===== src/hdl/rx_fifo_ptr_pkg.sv =====
// constants for the receive fifo pointer block: register indices, byte addresses,
// field positions and reset values.
// assumes a 32-bit apb slave with 16-bit byte addresses, one register per word.
`default_nettype none

package rx_fifo_ptr_pkg;

   // ------------------------------------------------------------
   // geometry
   // ------------------------------------------------------------
   localparam int PTR_W = 7;
   localparam int ADDR_W = 16;
   localparam logic [PTR_W-1:0] TOP_LOC = 7'h7f;
   localparam logic [PTR_W-1:0] BELOW_TOP_LOC = 7'h7e;

   // ------------------------------------------------------------
   // register indices (printed offsets) and byte addresses
   // ------------------------------------------------------------
   localparam logic [13:0] IDX_READ_POINTER = 14'h1a50;
   localparam logic [13:0] IDX_READ_AUX = 14'h1a51;
   localparam logic [13:0] IDX_CUR_POINTER = 14'h1a52;
   localparam logic [13:0] IDX_CUR_AUX = 14'h1a53;
   localparam logic [13:0] IDX_HEAD_POINTER = 14'h1a54;
   localparam logic [13:0] IDX_HEAD_AUX = 14'h1a55;
   localparam logic [13:0] IDX_NEXT_POINTER = 14'h1a56;
   localparam logic [13:0] IDX_NEXT_AUX = 14'h1a57;

   localparam logic [ADDR_W-1:0] ADDR_READ_POINTER = {IDX_READ_POINTER, 2'b00};
   localparam logic [ADDR_W-1:0] ADDR_READ_AUX = {IDX_READ_AUX, 2'b00};
   localparam logic [ADDR_W-1:0] ADDR_CUR_POINTER = {IDX_CUR_POINTER, 2'b00};
   localparam logic [ADDR_W-1:0] ADDR_CUR_AUX = {IDX_CUR_AUX, 2'b00};
   localparam logic [ADDR_W-1:0] ADDR_HEAD_POINTER = {IDX_HEAD_POINTER, 2'b00};
   localparam logic [ADDR_W-1:0] ADDR_HEAD_AUX = {IDX_HEAD_AUX, 2'b00};
   localparam logic [ADDR_W-1:0] ADDR_NEXT_POINTER = {IDX_NEXT_POINTER, 2'b00};
   localparam logic [ADDR_W-1:0] ADDR_NEXT_AUX = {IDX_NEXT_AUX, 2'b00};

   // ------------------------------------------------------------
   // field positions
   // ------------------------------------------------------------
   localparam int STATE_FLAG_BIT = 7;
   localparam int BELOW_TOP_BIT = 2;
   localparam int AT_TOP_BIT = 1;
   localparam int WRAP_BIT = 0;

   // ------------------------------------------------------------
   // reset values
   // ------------------------------------------------------------
   localparam logic [PTR_W-1:0] RST_READ_POINTER = 7'h00;
   localparam logic [PTR_W-1:0] RST_CUR_POINTER = 7'h00;
   localparam logic [PTR_W-1:0] RST_HEAD_POINTER = 7'h00;
   localparam logic [PTR_W-1:0] RST_NEXT_POINTER = 7'h01;
   localparam logic RST_WRAP = 1'b0;
   localparam logic RST_EMPTY = 1'b1;
   localparam logic RST_FULL = 1'b0;
   localparam logic RST_NO_ROOM = 1'b0;

endpackage : rx_fifo_ptr_pkg

`default_nettype wire


===== src/hdl/ring_step.sv =====
// one step of a ring pointer: location plus one modulo the ram size, and the
// wrap bit toggled when the step leaves the top location.
// assumes a power-of-two ram; purely combinational.
`default_nettype none

module ring_step #(
   parameter int PTR_W = 7
) (
   input wire logic [PTR_W-1:0] ptr,      // present location
   input wire logic wrap,                 // present wrap bit
   output logic [PTR_W-1:0] ptr_inc,      // location after one step
   output logic wrap_inc                  // wrap bit after one step
);

   assign ptr_inc = ptr + 1'b1;
   assign wrap_inc = wrap ^ (&ptr);

endmodule : ring_step

`default_nettype wire


===== src/hdl/pd_rx_fifo_pointers.sv =====
// pointer and flag logic of the receive fifo of a power delivery mac, with an apb
// register slave. the ram itself lives outside; this block only hands out addresses.
// assumes push, pop, commit and drop strobes come from logic on pclk (no sync).
//
// Notes on behaviour
// empty flag is high while packet start equals read position; resets high.
// read-only flag shows the read pointer at location 127.
// read wrap bit toggles whenever the read pointer steps past 127.
// software moving the read pointer across the top must toggle its wrap bit.
// software rewriting the read pointer keeps its aux bits consistent.
// 7-bit byte write pointer, reset zero, addresses the next received byte.
// full flag is high while byte write position meets read position.
// read-only flag shows the byte write pointer at location 127.
// byte write wrap bit toggles when that pointer steps past 127.
// 7-bit packet start pointer, reset zero, marks the next packet start.
// header room lacking when start or start-plus-one meets the read position.
// read-only flag shows the packet start pointer at location 126.
// read-only flag shows the packet start pointer at location 127.
// packet start wrap bit toggles when that pointer passes 127.
// 7-bit start-plus-one pointer, reset one, follows the packet start.
// write-side pointers are written only while idle, kept mutually consistent.
// write-side pointer registers are debug aids, normally left alone.
// read pointer writes wait in a holding register until aux bits are written.
// read pointer is 7 bits, software writable, reset zero.
// start-plus-one wrap bit is writable and toggles past 127.
// pointers advance modulo 128; pointer plus wrap bit is an 8-bit position.
//
// Register access over APB was chosen for this implementation.
`default_nettype none

module pd_rx_fifo_pointers
   import rx_fifo_ptr_pkg::*;
(
   input wire logic pclk,                       // apb clock, 25 mhz
   input wire logic presetn,                    // async reset, active low
   input wire logic psel,                       // apb select
   input wire logic penable,                    // apb access phase
   input wire logic pwrite,                     // apb direction, high for write
   input wire logic [ADDR_W-1:0] paddr,         // apb byte address
   input wire logic [31:0] pwdata,              // apb write data
   output logic [31:0] prdata,                  // apb read data
   output logic pready,                         // apb ready
   output logic pslverr,                        // apb error, unmapped address
   input wire logic push_byte,                  // mac stores a byte at the write pointer
   input wire logic pop_byte,                   // consumer takes the byte at read pointer
   input wire logic packet_commit,              // mac accepts the packet just written
   input wire logic packet_drop,                // mac discards the packet just written
   output logic [PTR_W-1:0] rx_byte_write_pointer, // ram address for the next byte
   output logic [PTR_W-1:0] rx_read_pointer,    // ram address of the next byte to read
   output logic fifo_empty,                     // no committed data
   output logic fifo_full,                      // byte write pointer has caught up
   output logic header_space_lacking_flag       // no room for status and length
);

   // ------------------------------------------------------------
   // state
   // ------------------------------------------------------------
   typedef struct packed {
      logic [PTR_W-1:0] read_hold;
      logic [PTR_W-1:0] read_ptr;
      logic read_wrap;
      logic [PTR_W-1:0] cur_ptr;
      logic cur_wrap;
      logic [PTR_W-1:0] head_ptr;
      logic head_wrap;
      logic [PTR_W-1:0] next_ptr;
      logic next_wrap;
      logic empty;
      logic full;
      logic no_room;
      logic ready;
      logic slverr;
      logic [31:0] rdata;
   } state_type;

   state_type s;
   state_type next_s;

   // ------------------------------------------------------------
   // pointer steps, read side and byte write side
   // ------------------------------------------------------------
   logic [PTR_W-1:0] step_in [2];
   logic step_wrap_in [2];
   logic [PTR_W-1:0] step_out [2];
   logic step_wrap_out [2];

   assign step_in[0] = s.read_ptr;
   assign step_wrap_in[0] = s.read_wrap;
   assign step_in[1] = s.cur_ptr;
   assign step_wrap_in[1] = s.cur_wrap;

   genvar g;
   generate
      for (g = 0; g < 2; g++) begin : gen_step
         ring_step #(
            .PTR_W(PTR_W)
         ) u_step (
            .ptr(step_in[g]),
            .wrap(step_wrap_in[g]),
            .ptr_inc(step_out[g]),
            .wrap_inc(step_wrap_out[g])
         );
      end
   endgenerate

   // ------------------------------------------------------------
   // register read view
   // ------------------------------------------------------------
   logic [7:0] read_aux_view;
   logic [7:0] cur_aux_view;
   logic [7:0] head_aux_view;

   always_comb begin
      read_aux_view = 8'h00;
      read_aux_view[STATE_FLAG_BIT] = s.empty;
      read_aux_view[AT_TOP_BIT] = (s.read_ptr == TOP_LOC);
      read_aux_view[WRAP_BIT] = s.read_wrap;
      cur_aux_view = 8'h00;
      cur_aux_view[STATE_FLAG_BIT] = s.full;
      cur_aux_view[AT_TOP_BIT] = (s.cur_ptr == TOP_LOC);
      cur_aux_view[WRAP_BIT] = s.cur_wrap;
      head_aux_view = 8'h00;
      head_aux_view[STATE_FLAG_BIT] = s.no_room;
      head_aux_view[BELOW_TOP_BIT] = (s.head_ptr == BELOW_TOP_LOC);
      head_aux_view[AT_TOP_BIT] = (s.head_ptr == TOP_LOC);
      head_aux_view[WRAP_BIT] = s.head_wrap;
   end

   // ------------------------------------------------------------
   // next state
   // ------------------------------------------------------------
   logic access;
   logic write_done;
   logic hit;
   logic [7:0] rbyte;

   always_comb begin
      next_s = s;
      next_s.ready = 1'b0;
      next_s.slverr = 1'b0;
      // one wait state: the answer is registered so every output comes from a flop
      access = psel & penable & ~s.ready;
      write_done = psel & penable & s.ready & pwrite & ~s.slverr;
      hit = 1'b1;
      rbyte = 8'h00;

      unique case (paddr)
         ADDR_READ_POINTER: rbyte = {1'b0, s.read_ptr};
         ADDR_READ_AUX: rbyte = read_aux_view;
         ADDR_CUR_POINTER: rbyte = {1'b0, s.cur_ptr};
         ADDR_CUR_AUX: rbyte = cur_aux_view;
         ADDR_HEAD_POINTER: rbyte = {1'b0, s.head_ptr};
         ADDR_HEAD_AUX: rbyte = head_aux_view;
         ADDR_NEXT_POINTER: rbyte = {1'b0, s.next_ptr};
         ADDR_NEXT_AUX: rbyte = {7'h00, s.next_wrap};
         default: hit = 1'b0;
      endcase

      if (access) begin
         next_s.ready = 1'b1;
         next_s.slverr = ~hit;
         next_s.rdata = pwrite ? 32'h0000_0000 : {24'h00_0000, rbyte};
      end

      // software writes land at the edge where pready is sampled high
      if (write_done) begin
         unique case (paddr)
            ADDR_READ_POINTER: next_s.read_hold = pwdata[PTR_W-1:0];
            ADDR_READ_AUX: begin
               next_s.read_ptr = s.read_hold;
               next_s.read_wrap = pwdata[WRAP_BIT];
            end
            ADDR_CUR_POINTER: next_s.cur_ptr = pwdata[PTR_W-1:0];
            ADDR_CUR_AUX: next_s.cur_wrap = pwdata[WRAP_BIT];
            ADDR_HEAD_POINTER: next_s.head_ptr = pwdata[PTR_W-1:0];
            ADDR_HEAD_AUX: next_s.head_wrap = pwdata[WRAP_BIT];
            ADDR_NEXT_POINTER: next_s.next_ptr = pwdata[PTR_W-1:0];
            ADDR_NEXT_AUX: next_s.next_wrap = pwdata[WRAP_BIT];
            default: ;
         endcase
      end

      // hardware events come after software writes, so a clash favours hardware
      if (pop_byte && !s.empty) begin
         next_s.read_ptr = step_out[0];
         next_s.read_wrap = step_wrap_out[0];
      end
      if (packet_drop && !packet_commit) begin
         next_s.cur_ptr = s.head_ptr;
         next_s.cur_wrap = s.head_wrap;
      end else if (packet_commit) begin
         // start moves to the byte pointer; its wrap follows, i.e. toggles past 127
         next_s.head_ptr = s.cur_ptr;
         next_s.head_wrap = s.cur_wrap;
         next_s.next_ptr = step_out[1];
         next_s.next_wrap = step_wrap_out[1];
      end
      if (push_byte && !s.full && !packet_drop) begin
         next_s.cur_ptr = step_out[1];
         next_s.cur_wrap = step_wrap_out[1];
      end

      // flags follow the next pointers so they are valid with them, not a cycle late
      next_s.empty = ({next_s.head_wrap, next_s.head_ptr}
                      == {next_s.read_wrap, next_s.read_ptr});
      next_s.full = ({~next_s.cur_wrap, next_s.cur_ptr}
                     == {next_s.read_wrap, next_s.read_ptr});
      next_s.no_room = ({~next_s.head_wrap, next_s.head_ptr}
                        == {next_s.read_wrap, next_s.read_ptr})
                     | ({~next_s.next_wrap, next_s.next_ptr}
                        == {next_s.read_wrap, next_s.read_ptr});
   end

   // ------------------------------------------------------------
   // registers
   // ------------------------------------------------------------
   always_ff @(posedge pclk or negedge presetn) begin
      if (!presetn) begin
         s.read_hold <= RST_READ_POINTER;
         s.read_ptr <= RST_READ_POINTER;
         s.read_wrap <= RST_WRAP;
         s.cur_ptr <= RST_CUR_POINTER;
         s.cur_wrap <= RST_WRAP;
         s.head_ptr <= RST_HEAD_POINTER;
         s.head_wrap <= RST_WRAP;
         s.next_ptr <= RST_NEXT_POINTER;
         s.next_wrap <= RST_WRAP;
         s.empty <= RST_EMPTY;
         s.full <= RST_FULL;
         s.no_room <= RST_NO_ROOM;
         s.ready <= 1'b0;
         s.slverr <= 1'b0;
         s.rdata <= 32'h0000_0000;
      end else begin
         s <= next_s;
      end
   end

   // ------------------------------------------------------------
   // outputs
   // ------------------------------------------------------------
   assign prdata = s.rdata;
   assign pready = s.ready;
   assign pslverr = s.slverr;
   assign rx_byte_write_pointer = s.cur_ptr;
   assign rx_read_pointer = s.read_ptr;
   assign fifo_empty = s.empty;
   assign fifo_full = s.full;
   assign header_space_lacking_flag = s.no_room;

endmodule : pd_rx_fifo_pointers

`default_nettype wire


===== config.mk =====
export PLATFORM = sky130hd
export DESIGN_NAME = pd_rx_fifo_pointers
export DESIGN_NICKNAME = d
export VERILOG_FILES = /design/src/hdl/rx_fifo_ptr_pkg.sv /design/src/hdl/ring_step.sv /design/src/hdl/pd_rx_fifo_pointers.sv
export SDC_FILE = /design/constraint.sdc
export NUM_CORES = 1
export LEC_CHECK = 0
export BUFFER_PORTS_ARGS = -buffer_cell sky130_fd_sc_hd__buf_2
export CAP_MARGIN = 20
export CORE_MARGIN = 5
export CORE_UTILIZATION = 50
export CTS_CLUSTER_SIZE = 10
export DETAILED_ROUTE_END_ITERATION = 6
export PLACE_DENSITY_LB_ADDON = 0.25
export SLEW_MARGIN = 20
export SYNTH_ARGS = -nofsm -noshare
export SYNTH_HDL_FRONTEND = slang
export SYNTH_SLANG_ARGS = --single-unit

===== constraint.sdc =====
create_clock -name pclk -period 3.5 [get_ports pclk]
set_clock_uncertainty 0.15 [all_clocks]
set_input_delay 0.35 -clock pclk [delete_from_list [all_inputs] [get_ports pclk]]
set_output_delay 0.35 -clock pclk [all_outputs]
set_load 0.005 [all_outputs]

# ---- Word level (Yosys, flattened, before mapping)
# Cells that the tools add are included.
# Widths: inputs -> output; s select.
dict set report word_totals {
  ff_bits 76
  latchBits 0
  ram_bits 0
  romBits 0
  inputBits 57
  output_inout_bits 51
  word_cells 76
  mem_count 0
}
dict set report classes {
  add_sub_neg 2
  mul 0
  div_mod_pow 0
  magnitude_cmp 0
  eq_ne 16
  shift 0
  n_mux 17
  n_bitwise 14
  reduce_logical 12
}
# operator count
set op_table {}
lappend op_table {{$eq 16x15->1 const B} 8}
lappend op_table {{$pmux 8 s8} 1}
lappend op_table {{$mux 8} 5}
lappend op_table {{$mux 34} 1}
lappend op_table {{$eq 8x8->1} 4}
lappend op_table {{$mux 16} 2}
lappend op_table {{$mux 32} 1}
lappend op_table {{$eq 7x7->1 const B} 4}
lappend op_table {{$mux 7} 3}
lappend op_table {{$add 7x1->7 const B} 2}
lappend op_table {{$reduce_and 7->1} 2}
lappend op_table {{$reduce_or 8->1} 1}
lappend op_table {{$not 1->1} 6}
lappend op_table {{$and 1x1->1} 5}
lappend op_table {{$logic_and 1x1->1} 4}
lappend op_table {{$logic_not 1->1} 4}
lappend op_table {{$mux 1} 4}
lappend op_table {{$reduce_and 2->1} 1}
lappend op_table {{$xor 1x1->1} 2}
lappend op_table {{$or 1x1->1} 1}

# ---- Longest topological paths before layout
# Gate-level depths: netlist of run 1.
dict set report logic_depth {
  ltp_word 10
  mapped_depth 10
}

# ---- By module
# Synthesis of run 1 repeated with hierarchy kept, for this count alone.
dict set report unflattened {
  hier_cells 388
  area_unflattened_um2 3638.5
}
# mod n_inst cells_per_inst area_per_inst_um2 seq_area_each_um2
set by_module_without_submodules {}
lappend by_module_without_submodules {pd_rx_fifo_pointers 1 360 3413.3 1303.8}
lappend by_module_without_submodules {ring_step 2 14 112.6 0.0}

# ---- Worst setup path after synthesis of run 1
# Ideal clock, no wire load.
dict set report synth_path {
  kind {input to register}
  startpoint {input paddr[10]}
  endpoint {register s, in the netlist prdata[1]}
  setup_time_ns 0.068
  t_arrival_ns 2.247
  required_ns 3.282
  setup_slack_ns 1.035
  cell_stages 10
  cell_sequence {and4bb_1 > buf_6 > nand4_4 > nor3_4 > buf_6 > a21oi_1 > or4_4 > a2111oi_4 > o221ai_1 > nand2_1}
}
dict set report synth_between {
  elab_chain_cells 3
  word_cells_on_any_way 10
}
# element line_no
set synth_rtl {}
lappend synth_rtl {{start, declared} pd_rx_fifo_pointers.sv:39} ;# input wire logic [ADDR_W-1:0] paddr,
lappend synth_rtl {{$eq 16x15->1} pd_rx_fifo_pointers.sv:147} ;# unique case (paddr)
lappend synth_rtl {{$pmux 8 s8 *} pd_rx_fifo_pointers.sv:147}
lappend synth_rtl {{$mux 8 *} pd_rx_fifo_pointers.sv:162} ;# next_s.rdata = pwrite ? 32'h0000_0000 : {24'h00_0000, rbyte};
lappend synth_rtl {{end signal, assigned} pd_rx_fifo_pointers.sv:235} ;# s <= next_s;
lappend synth_rtl {{end, declared} pd_rx_fifo_pointers.sv:76} ;# state_type s;
# Mark *: on every way between the ends. The rest lies on a longest branch, timed or not.
# A chain may end at the register's enable or synchronous reset.

==> metrics.cfg, run 1 <==
[setup_path]
critical_path_class=reg -> reg
cpMostUsedCell=or3_1
cp-end-kind=flop
cp-start-kind=flop
critPathMaxFanout=15
cpPeakStageDelay_ps=550
path_buf_inv=0
crit_path_top_delay_cell=or3_1
crit_family=simple AND/OR/NAND/NOR gates
r2r_start=fifo_empty
path_cells=nand2b_1 -> or3_1 -> or3_1 -> and3b_1 -> a211oi_4 -> nor2_1 -> o2111ai_1 -> nand2_1
arrival_ps=3040
timing.rr.end=header_space_lacking_flag
path_depth=8
reg2reg_slack_ps=510
worstPathRequired_ps=3550
r2r_cells=8

[yosys]
synth_simple_gate_area_share_pct=21.1
yosys.area_share.adder_pct=0.642
ys_seq_area_share_pct=33.4
synth_top_family_by_area=compound AO/OA/AOI/OAI gates
yosysUniqueCellTypes=68
synth_area_leader_cell=dfrtp_1
synthesis.area_um2=3900
ys_top_cells_by_count=50 x dfrtp_1, 48 x buf_4, 25 x o21ai_0, 23 x nand2_1, 22 x a31oi_1
synth_compound_area_share_pct=21.5
synth_cells=426
synth.area.top_cells=dfrtp_1 32%, buf_4 9.2%, xnor2_1 3.6%
yosysWarnings=0
ys_async_sr_fraction_pct=100
post_synth.cell_area_avg_um2=9.15
synth_edf_count=0
synth_seq_cells=52
ys.flop_type=dfrtp_1
synth.most_common_cell=dfrtp_1
synth_xor_xnor_area_share_pct=6.29
synth_top_area_share_pct=32.1
synthMuxAreaShare_pct=4.07

[placement]
gp_congestion=1.04
dp_hpwl_mm=9.28
io_buffer_count=58
place_inst=556

[timing]
finalSetupViolations=0
finalHoldViolCount=0
finalCriticalPeriod_ps=2990
rsz0062_at_grt=false
maxSlewHeadroom_pct=55.7
drv_slew=0
hold_ws_ps=205
timing.final.crit_share_pct=85.3
worstMarginPinSlew_ps=660
fmax_mhz=335
fin_setup_tns_ps=0

[grt]
first_global_vias=3499
grt_pass1_wl_mm=18.9
grt-ovfl-total=0
grt_max_degree=29
grt_usage_pct=24.6
antenna_found_initial=0

[hold_path]
hold_path_depth=2
worstHoldEndpoint=s[73]
min_from=pwdata[4]
min_path_type=in -> reg

[floorplanning]
rows=32
pin_count=108
fp.dieH_um=98.3
die-area_um2=9670
die_width_um=98.3
start_util_pct=51.0
coreArea_um2=7650

[routing]
drt-vias-per-instance=6.34
drt-pass1-iter-count=5
drtIter0Drc=371
ant_nets=0
wire_per_inst_um=21.4
drc_errors=0
finalWirelength_mm=12.1
vias=3580

[clocking]
cts_buffers=5
clk-insertion-delay-late_ps=310
cts_sinks=52
cts_setup_buffers=0
cts-root-buf=clkbuf_8
cts_tree=done
cts_max_level=2
clock_path_buffers=2
path_clk_slew_ps=100

[cells_and_area]
diodes=0
utilization_pct=54.6
drive_above_1_share_pct=23.5
nets=521
seq_area_um2=1300
areaGrowthSynthToFinish_pct=7.09
fillers=731
layoutNonFillerInstCount=565
multi_input_area_um2=2180

[power_and_ir_drop]
swShare_pct=42.8
powerDensity_nw_per_um2=582
power_uw=2430
p_int_uw=1390
p_leak_uw=0.00177
seqPwrFrac_pct=41.6
ir_drop_uv=299
clkPwrFrac_pct=17.7
pwr-share-comb_pct=40.7
p_sw_uw=1040

[outcome]
status=finished clean

[run]
cap_viol_max_count=0

[timing repair]
item                                   CTS  global route
hold buffers                             1             0
resized for setup                        0             0
endpoints found under the hold margin   27             0
[kinds of logic (layout without fill, tap and decap cells)]
group                      Yosys count  after routing
AOI/OAI and AO/OA                  116            116
xor gates and xnor gates            28             28
and+or+nand+nor                    132            132
adders and majority gates            2              2
muxes                               15             15
DFF                                 52             52
buffers and inverters               80             94
other                                1             24
[registers in the layout, summed over array words and instances (netlist names)]
register	count
fifo_full	1
head_aux_view	1
cur_aux_view	1
read_aux_view	1
pslverr	1
rx_byte_write_pointer	7
fifo_empty	1
rx_read_pointer	7
prdata	8
pready	1
header_space_lacking_flag	1
s	22
[layout make-up]
cell class | count | area share [%]
inverters | 13 | 1.17
repair buffers | 73 | 9.71
well taps | 102 | 3.06
multi-input cells | 317 | 52.2
flip-flops and latches | 52 | 31.2
clock buffers | 6 | 1.74
clock inverters | 2 | 0.929
[stage by stage]
step	cell area (um^2)	setup WS (ps)
final	4180	513
after global routing	4180	340
after CTS	4180	549
after detailed placement	4060	500
after global placement	4060	532
after floorplan	3990	1040
[power by group through the flow]
| stage | clock network [uW] | registers, uW | logic (uW) |
|---|---|---|---|
| finish | 430 | 1010 | 990 |
| global placement | 0 | 1010 | 964 |
| global route | 467 | 1030 | 1080 |
| floorplan | 0 | 877 | 832 |
| CTS | 440 | 998 | 979 |
| detailed placement | 0 | 1010 | 973 |
[placed cells by master (no fill, tap or decap), drive strengths merged, types with 3 or more instances in the layout]
cell type  Yosys  final
nor4b          3      3
nor3          12     12
dfrtp         50     50
nor4           7      7
nand2         23     23
and2           4      4
a22oi         17     17
xnor2         16     16
nand4          9      9
clkbuf        10      6
a31oi         23     23
o21ai         25     25
o31ai          3      3
or3            4      4
a22o           5      5
a21oi         11     11
a2bb2oi        4      4
o211ai         3      3
or4            3      3
conb           1     24
mux2i          8      8
nor2          19     19
nand3         19     19
and3           5      5
mux2           7      7
buf           57     72
nor2b          5      5
xor2          12     12
inv           12     13
and4           6      6
a221oi         7      7
and4bb         3      3
[how the worst max path moves through the flow]
stage | startpoint | endpoint | slack, ps
floorplan | paddr[10] | prdata[1] | 1040
global placement | paddr[15] | prdata[1] | 530
detailed placement | paddr[15] | fifo_full | 500
CTS | fifo_empty | header_space_lacking_flag | 550
global route | fifo_empty | header_space_lacking_flag | 340
finish | fifo_empty | header_space_lacking_flag | 510
[routing by layer]
metal | routed length [um] | share of wire, % | up-vias | global-route usage, %
met3 | 989 | 8.2 | 25 | 5.86
met2 | 5540 | 46 | 186 | 38.8
met5 | 0 | 0 | - | 0
met4 | 307 | 2.5 | 0 | 8.61
met1 | 5230 | 43 | 1764 | 33.0
li1 | - | - | 1605 | -
(Power assumes the default switching activity.)
==> run 2: changes to the inputs <==
- CORE_UTILIZATION: 50 -> 45
==> run 2 against run 1 <==
Effect of this change:
- die area up 10%
- total power down 2.8%
- sequential power about the same
- hold slack worse by 24 ps
- flip-flop and latch count unchanged
- sequential share of layout area up 0.18 points
- clock power down 15%
- count of clock-buffer cells in the layout unchanged
- largest cell class unchanged
==> metrics.cfg, run 2 (synthesis gave the netlist of run 1 again) <==
[setup_path]
critical_path_class=reg -> reg
cp-start-kind=flop
r2r_cells=8  ; unchanged
critPathMaxFanout=15  ; unchanged
arrival_ps=3090  ; +50 ps
worstPathRequired_ps=3600  ; +50 ps
reg2reg_slack_ps=510  ; about the same
r2r_start=fifo_empty
cp-end-kind=flop
timing.rr.end=header_space_lacking_flag

[hold_path]
worstHoldEndpoint=s[72]
min_path_type=in -> reg
min_from=pwdata[3]
hold_path_depth=2  ; unchanged

[clocking]
cts-root-buf=clkbuf_8
clock_path_buffers=2  ; unchanged
cts_sinks=52  ; unchanged
path_clk_slew_ps=100  ; about the same
cts_max_level=2  ; unchanged
clk-insertion-delay-late_ps=310  ; about the same
post_cts_resized=0  ; unchanged
cts_tree=done
cts_buffers=5  ; unchanged

[timing]
fmax_mhz=334  ; about the same
maxSlewHeadroom_pct=47.9  ; -7.9 points
timing.final.crit_share_pct=85.4  ; about the same
finalCriticalPeriod_ps=2990  ; +2.57 ps
drv_slew=0  ; unchanged
worstMarginPinSlew_ps=775  ; +115 ps
setup_ws_ps=510  ; -2.57 ps
fin_setup_tns_ps=0  ; unchanged
hold_ws_ps=181  ; -24.3 ps
finalHoldViolCount=0  ; unchanged
rsz0062_at_grt=false
finalSetupViolations=0  ; unchanged

[cells_and_area]
nets=519  ; -0.38%
regMostFlops=s
areaGrowthSynthToFinish_pct=6.48
fin_area_um2=4150  ; -0.57%
multi_input_area_um2=2180  ; unchanged
diodes=0  ; unchanged
final_cell_mix=57 x buf_2, 50 x dfrtp_1, 25 x o21ai_0
seq_area_um2=1300  ; unchanged
fillers=853  ; +17%
final_common_cell=buf_2
drive_above_1_share_pct=23.4  ; -0.11 points
largest_reg_flops=22  ; unchanged
utilization_pct=48.3  ; -6.3 points

[routing]
drtIter0Drc=218  ; -41%
drt-pass1-iter-count=4  ; -1
drc_errors=0  ; unchanged
vias=3435  ; -4.1%
wire_per_inst_um=20.5  ; -4.2%
ant_nets=0  ; unchanged
finalWirelength_mm=11.6  ; -3.5%
drt-vias-per-instance=6.04  ; -4.7%

[floorplanning]
pin_count=108  ; unchanged
rows=34  ; +6.3%
coreArea_um2=8590  ; +12%
die_width_um=103  ; +4.9%
fp.dieH_um=103  ; +4.9%
die-area_um2=10600  ; +10%
start_util_pct=45.4  ; -5.6 points

[placement]
gp_congestion=0.893  ; -14%
pre_cts_ws_ps=447  ; -52.2 ps
dp_hpwl_mm=9.12  ; -1.7%
io_buffer_count=58  ; unchanged
dpl_cell_area_um2=4050  ; -0.19%

[power_and_ir_drop]
clkPwrFrac_pct=15.5  ; -2.2 points
seqPwrFrac_pct=42.8  ; +1.2 points
pwr-share-comb_pct=41.7  ; +1.0 points
p_int_uw=1330  ; -4.5%
p_leak_uw=0.00176  ; -0.80%
ir_drop_uv=183  ; -39%
p_sw_uw=1030  ; -0.53%
swShare_pct=43.8  ; +1.0 points
powerDensity_nw_per_um2=569  ; -2.2%

[outcome]
status=finished clean

[grt]
grt_pass1_wl_mm=18.4  ; -2.6%
grt_max_degree=43  ; +48%
antenna_found_initial=0  ; unchanged
grt_usage_pct=22.9  ; -1.7 points
grt-ovfl-total=0  ; unchanged
first_global_vias=3321  ; -5.1%

[run]
cap_viol_max_count=0  ; unchanged

==> run 2: changes by cell type in the layout (fill, tap and decap cells not counted) <==
| cell | before | now |
|---|---|---|
| clkbuf_8 | 5 | 6 |
| bufinv_16 | 1 | 0 |
| buf_2 | 58 | 57 |
| clkinv_2 | 0 | 2 |
| clkbuf_1 | 1 | 0 |
| buf_4 | 14 | 13 |
| inv_6 | 1 | 0 |
==> run 2: metal layers <==
metal / track usage, % / up-vias / wire (um)
met2: 36.1 / 177 / 5410
met5: 0 / - / 0
met1: 30.9 / 1630 / 4930
li1: - / 1598 / -
met3: 4.26 / 30 / 868
met4: 9.46 / 0 / 432
==> run 2: layout make-up <==
class	instances	share of cell area [%]
Inverter	13	1.18
Multi-Input combinational cell	317	52.5
Tap cell	108	3.25
Timing Repair Buffer	71	9.46
Clock buffer	6	1.99
Sequential cell	52	31.4
Clock inverter	2	0.241
==> run 2: worst max-delay path by stage <==
stage / slack [ps] / end / from / depth (start not counted)
4_1_cts: 610 / header_space_lacking_flag / fifo_empty / 8
5_1_grt: 350 / header_space_lacking_flag / fifo_empty / 8
2_1_floorplan: 1040 / prdata[1] / paddr[10] / 10
3_3_place_gp: 470 / prdata[1] / paddr[15] / 9
6_report: 510 / header_space_lacking_flag / fifo_empty / 8
3_5_place_dp: 450 / prdata[1] / paddr[10] / 9
==> run 2: through the flow <==
step           instances  total power [uW]
3_5_place_dp         560              1990
4_1_cts              568              2360
2_1_floorplan        449              1710
5_1_grt              569              2530
3_3_place_gp         560              1980
6_report             569              2360
==> run 2: critical path, stage by stage (launching register included) <==
cell and delay (ps):
dfstp_2 580, nand2b_1 460, nand3_1 130, o311ai_0 420
a31oi_2 160, xnor2_1 200, nor4_1 540, o2111ai_1 180
nand2_1 100
==> run 2: what timing repair did <==
| item | in CTS | in global routing |
|---|---|---|
| buffers inserted | 0 | 0 |
| endpoints found under the setup margin | 0 | 0 |
| endpoints found under the hold margin | 0 | 39 |
| hold buffers | 0 | 1 |
==> run 2: power groups by stage <==
| stage | combinational, uW | clock [uW] | sequential, uW |
|---|---|---|---|
| after detailed placement | 979 | 0 | 1010 |
| after CTS | 983 | 374 | 998 |
| after global routing | 1090 | 402 | 1030 |
| after global placement | 967 | 0 | 1010 |
| final | 986 | 367 | 1010 |
| after floorplan | 832 | 0 | 877 |
==> run 3: changes to the inputs <==
- RECOVER_POWER: not set -> 100
==> run 3 against run 2 <==
Effect of this change:
- register-to-register slack worse by 110 ps
- count of clock-buffer cells in the layout unchanged
- final cell count unchanged
- utilization shrank 0.98 points
- total power fell by 0.81%
- critical endpoint is now prdata[1]
==> metrics.cfg, run 3 (synthesis gave the netlist of run 1 again) <==
[cells_and_area]
final_cell_mix=50 x dfrtp_1, 38 x buf_2, 25 x o21ai_0
seq_area_um2=1300  ; unchanged
final_common_cell=dfrtp_1
drive_above_1_share_pct=16.9  ; -6.5 points
regMostFlops=s
largest_reg_flops=22  ; unchanged
nets=519  ; unchanged
fillers=869  ; +1.9%
multi_input_area_um2=2140  ; -1.9%
areaGrowthSynthToFinish_pct=4.33
diodes=0  ; unchanged

[grt]
grt_usage_pct=22.9  ; unchanged
antenna_found_initial=0  ; unchanged
grt_max_degree=43  ; unchanged
grt_pass1_wl_mm=18.4  ; unchanged
grt-ovfl-total=0  ; unchanged
first_global_vias=3321  ; unchanged

[setup_path]
arrival_ps=3250  ; +160 ps
cpPeakStageDelay_ps=600  ; +20 ps
path_cells=buf_2 -> and4bb_1 -> nand4_1 -> nor3_2 -> a21oi_1 -> or4_4 -> a2111oi_4 -> o221ai_1 -> nand2_1
crit_family=simple AND/OR/NAND/NOR gates
crit_path_top_delay_cell=nor3_2
critPathMaxFanout=11  ; -4
path_buf_inv=1  ; +1
worstPathRequired_ps=3600  ; about the same
cp-end-kind=flop
critical_path_class=in -> reg
cp-start-kind=primary input

[floorplanning]
fp.dieH_um=103  ; unchanged
start_util_pct=45.4  ; unchanged
pin_count=108  ; unchanged
rows=34  ; unchanged
coreArea_um2=8590  ; unchanged
die_width_um=103  ; unchanged
die-area_um2=10600  ; unchanged

[clocking]
clk-insertion-delay-late_ps=310  ; about the same
path_clk_slew_ps=100  ; about the same
cts-root-buf=clkbuf_8
cts_buffers=5  ; unchanged
cts_sinks=52  ; unchanged
cts_max_level=2  ; unchanged
post_cts_resized=0  ; unchanged
cts_setup_buffers=0  ; unchanged
cts_tree=done
clock_path_buffers=2  ; unchanged
cts_hold_buf=0  ; unchanged

[power_and_ir_drop]
ir_drop_uv=183  ; about the same
p_leak_uw=0.00166  ; -5.9%
powerDensity_nw_per_um2=576  ; +1.2%
power_uw=2340  ; -0.81%

[routing]
ant_nets=0  ; unchanged
drt-pass1-iter-count=5  ; +1
finalWirelength_mm=11.7  ; +0.70%
vias=3474  ; +1.1%
drc_errors=0  ; unchanged
drt-vias-per-instance=6.11  ; +1.1%
wire_per_inst_um=20.6  ; +0.70%
drtIter0Drc=230  ; +5.5%

[timing]
finalHoldViolCount=0  ; unchanged
finalSetupViolations=0  ; unchanged
setup_ws_ps=352  ; -159 ps
fin_setup_tns_ps=0  ; unchanged
rsz0062_at_grt=false
worstMarginPinSlew_ps=1080  ; +301 ps
finalCriticalPeriod_ps=3150  ; +159 ps
fmax_mhz=318  ; -5.0%
maxSlewHeadroom_pct=27.7  ; -20 points
drv_slew=0  ; unchanged
hold_ws_ps=177  ; -3.67 ps
timing.final.crit_share_pct=90.0  ; +4.5 points

[placement]
dp_hpwl_mm=9.12  ; unchanged
io_buffer_count=58  ; unchanged
gp_congestion=0.893  ; unchanged
pre_cts_ws_ps=447  ; unchanged

[run]
cap_viol_max_count=0  ; unchanged

[hold_path]
min_path_type=in -> reg

[outcome]
status=finished clean

==> run 3: power breakdown <==
group | total (uW) | internal [uW] | switching, uW
Combinational | 962 | 401 | 561
Sequential | 1010 | 748 | 264
Clock | 370 | 159 | 212
==> run 3: worst paths after layout <==
check | from | to | slack, ps | depth (start not counted)
worst max-delay path | paddr[10] | prdata[1] | 350 | 9
worst min-delay path | pwdata[3] | s[72] | 180 | 2
worst max register to register | pslverr | header_space_lacking_flag | 400 | 9
worst min register to register | prdata[2] | prdata[2] | 330 | 2
max in group asynchronous | presetn | s[51] | 1880 | 3
min in group asynchronous | presetn | rx_read_pointer[4] | 420 | 2
==> run 3: area by class of cell <==
type / instances / share of cell area (%)
Clock buffer: 6 / 2.03
Clock inverter: 2 / 0.246
Inverter: 13 / 1.20
Multi-Input combinational cell: 317 / 52.6
Sequential cell: 52 / 32.0
Tap cell: 108 / 3.32
Timing Repair Buffer: 71 / 8.61
==> run 3: worst reg2reg max path, cell delays in order, from the launching register on <==
cell       delay, ps
dfrtp_1          390
and4b_1          300
and2_0           420
clkbuf_1         430
a31oi_1          150
a22oi_1          260
xor2_1           130
nor4_1           520
o2111ai_1        180
nand2_1          100
==> run 3: stage by stage <==
| stage | cell area (um^2) | instances | utilization (%) |
|---|---|---|---|
| detailed placement | 4050 | 560 | 47.1 |
| finish | 4070 | 569 | 47.3 |
| CTS | 4140 | 568 | 48.2 |
| floorplan | 3990 | 449 | - |
| global route | 4070 | 569 | 47.3 |
| global placement | 4050 | 560 | 47.1 |
==> run 3: metal layers <==
| metal | routed length (um) | global-route usage (%) |
|---|---|---|
| met5 | 0 | 0 |
| met4 | 454 | 9.46 |
| met3 | 966 | 4.26 |
| met2 | 5380 | 36.1 |
| met1 | 4920 | 30.9 |
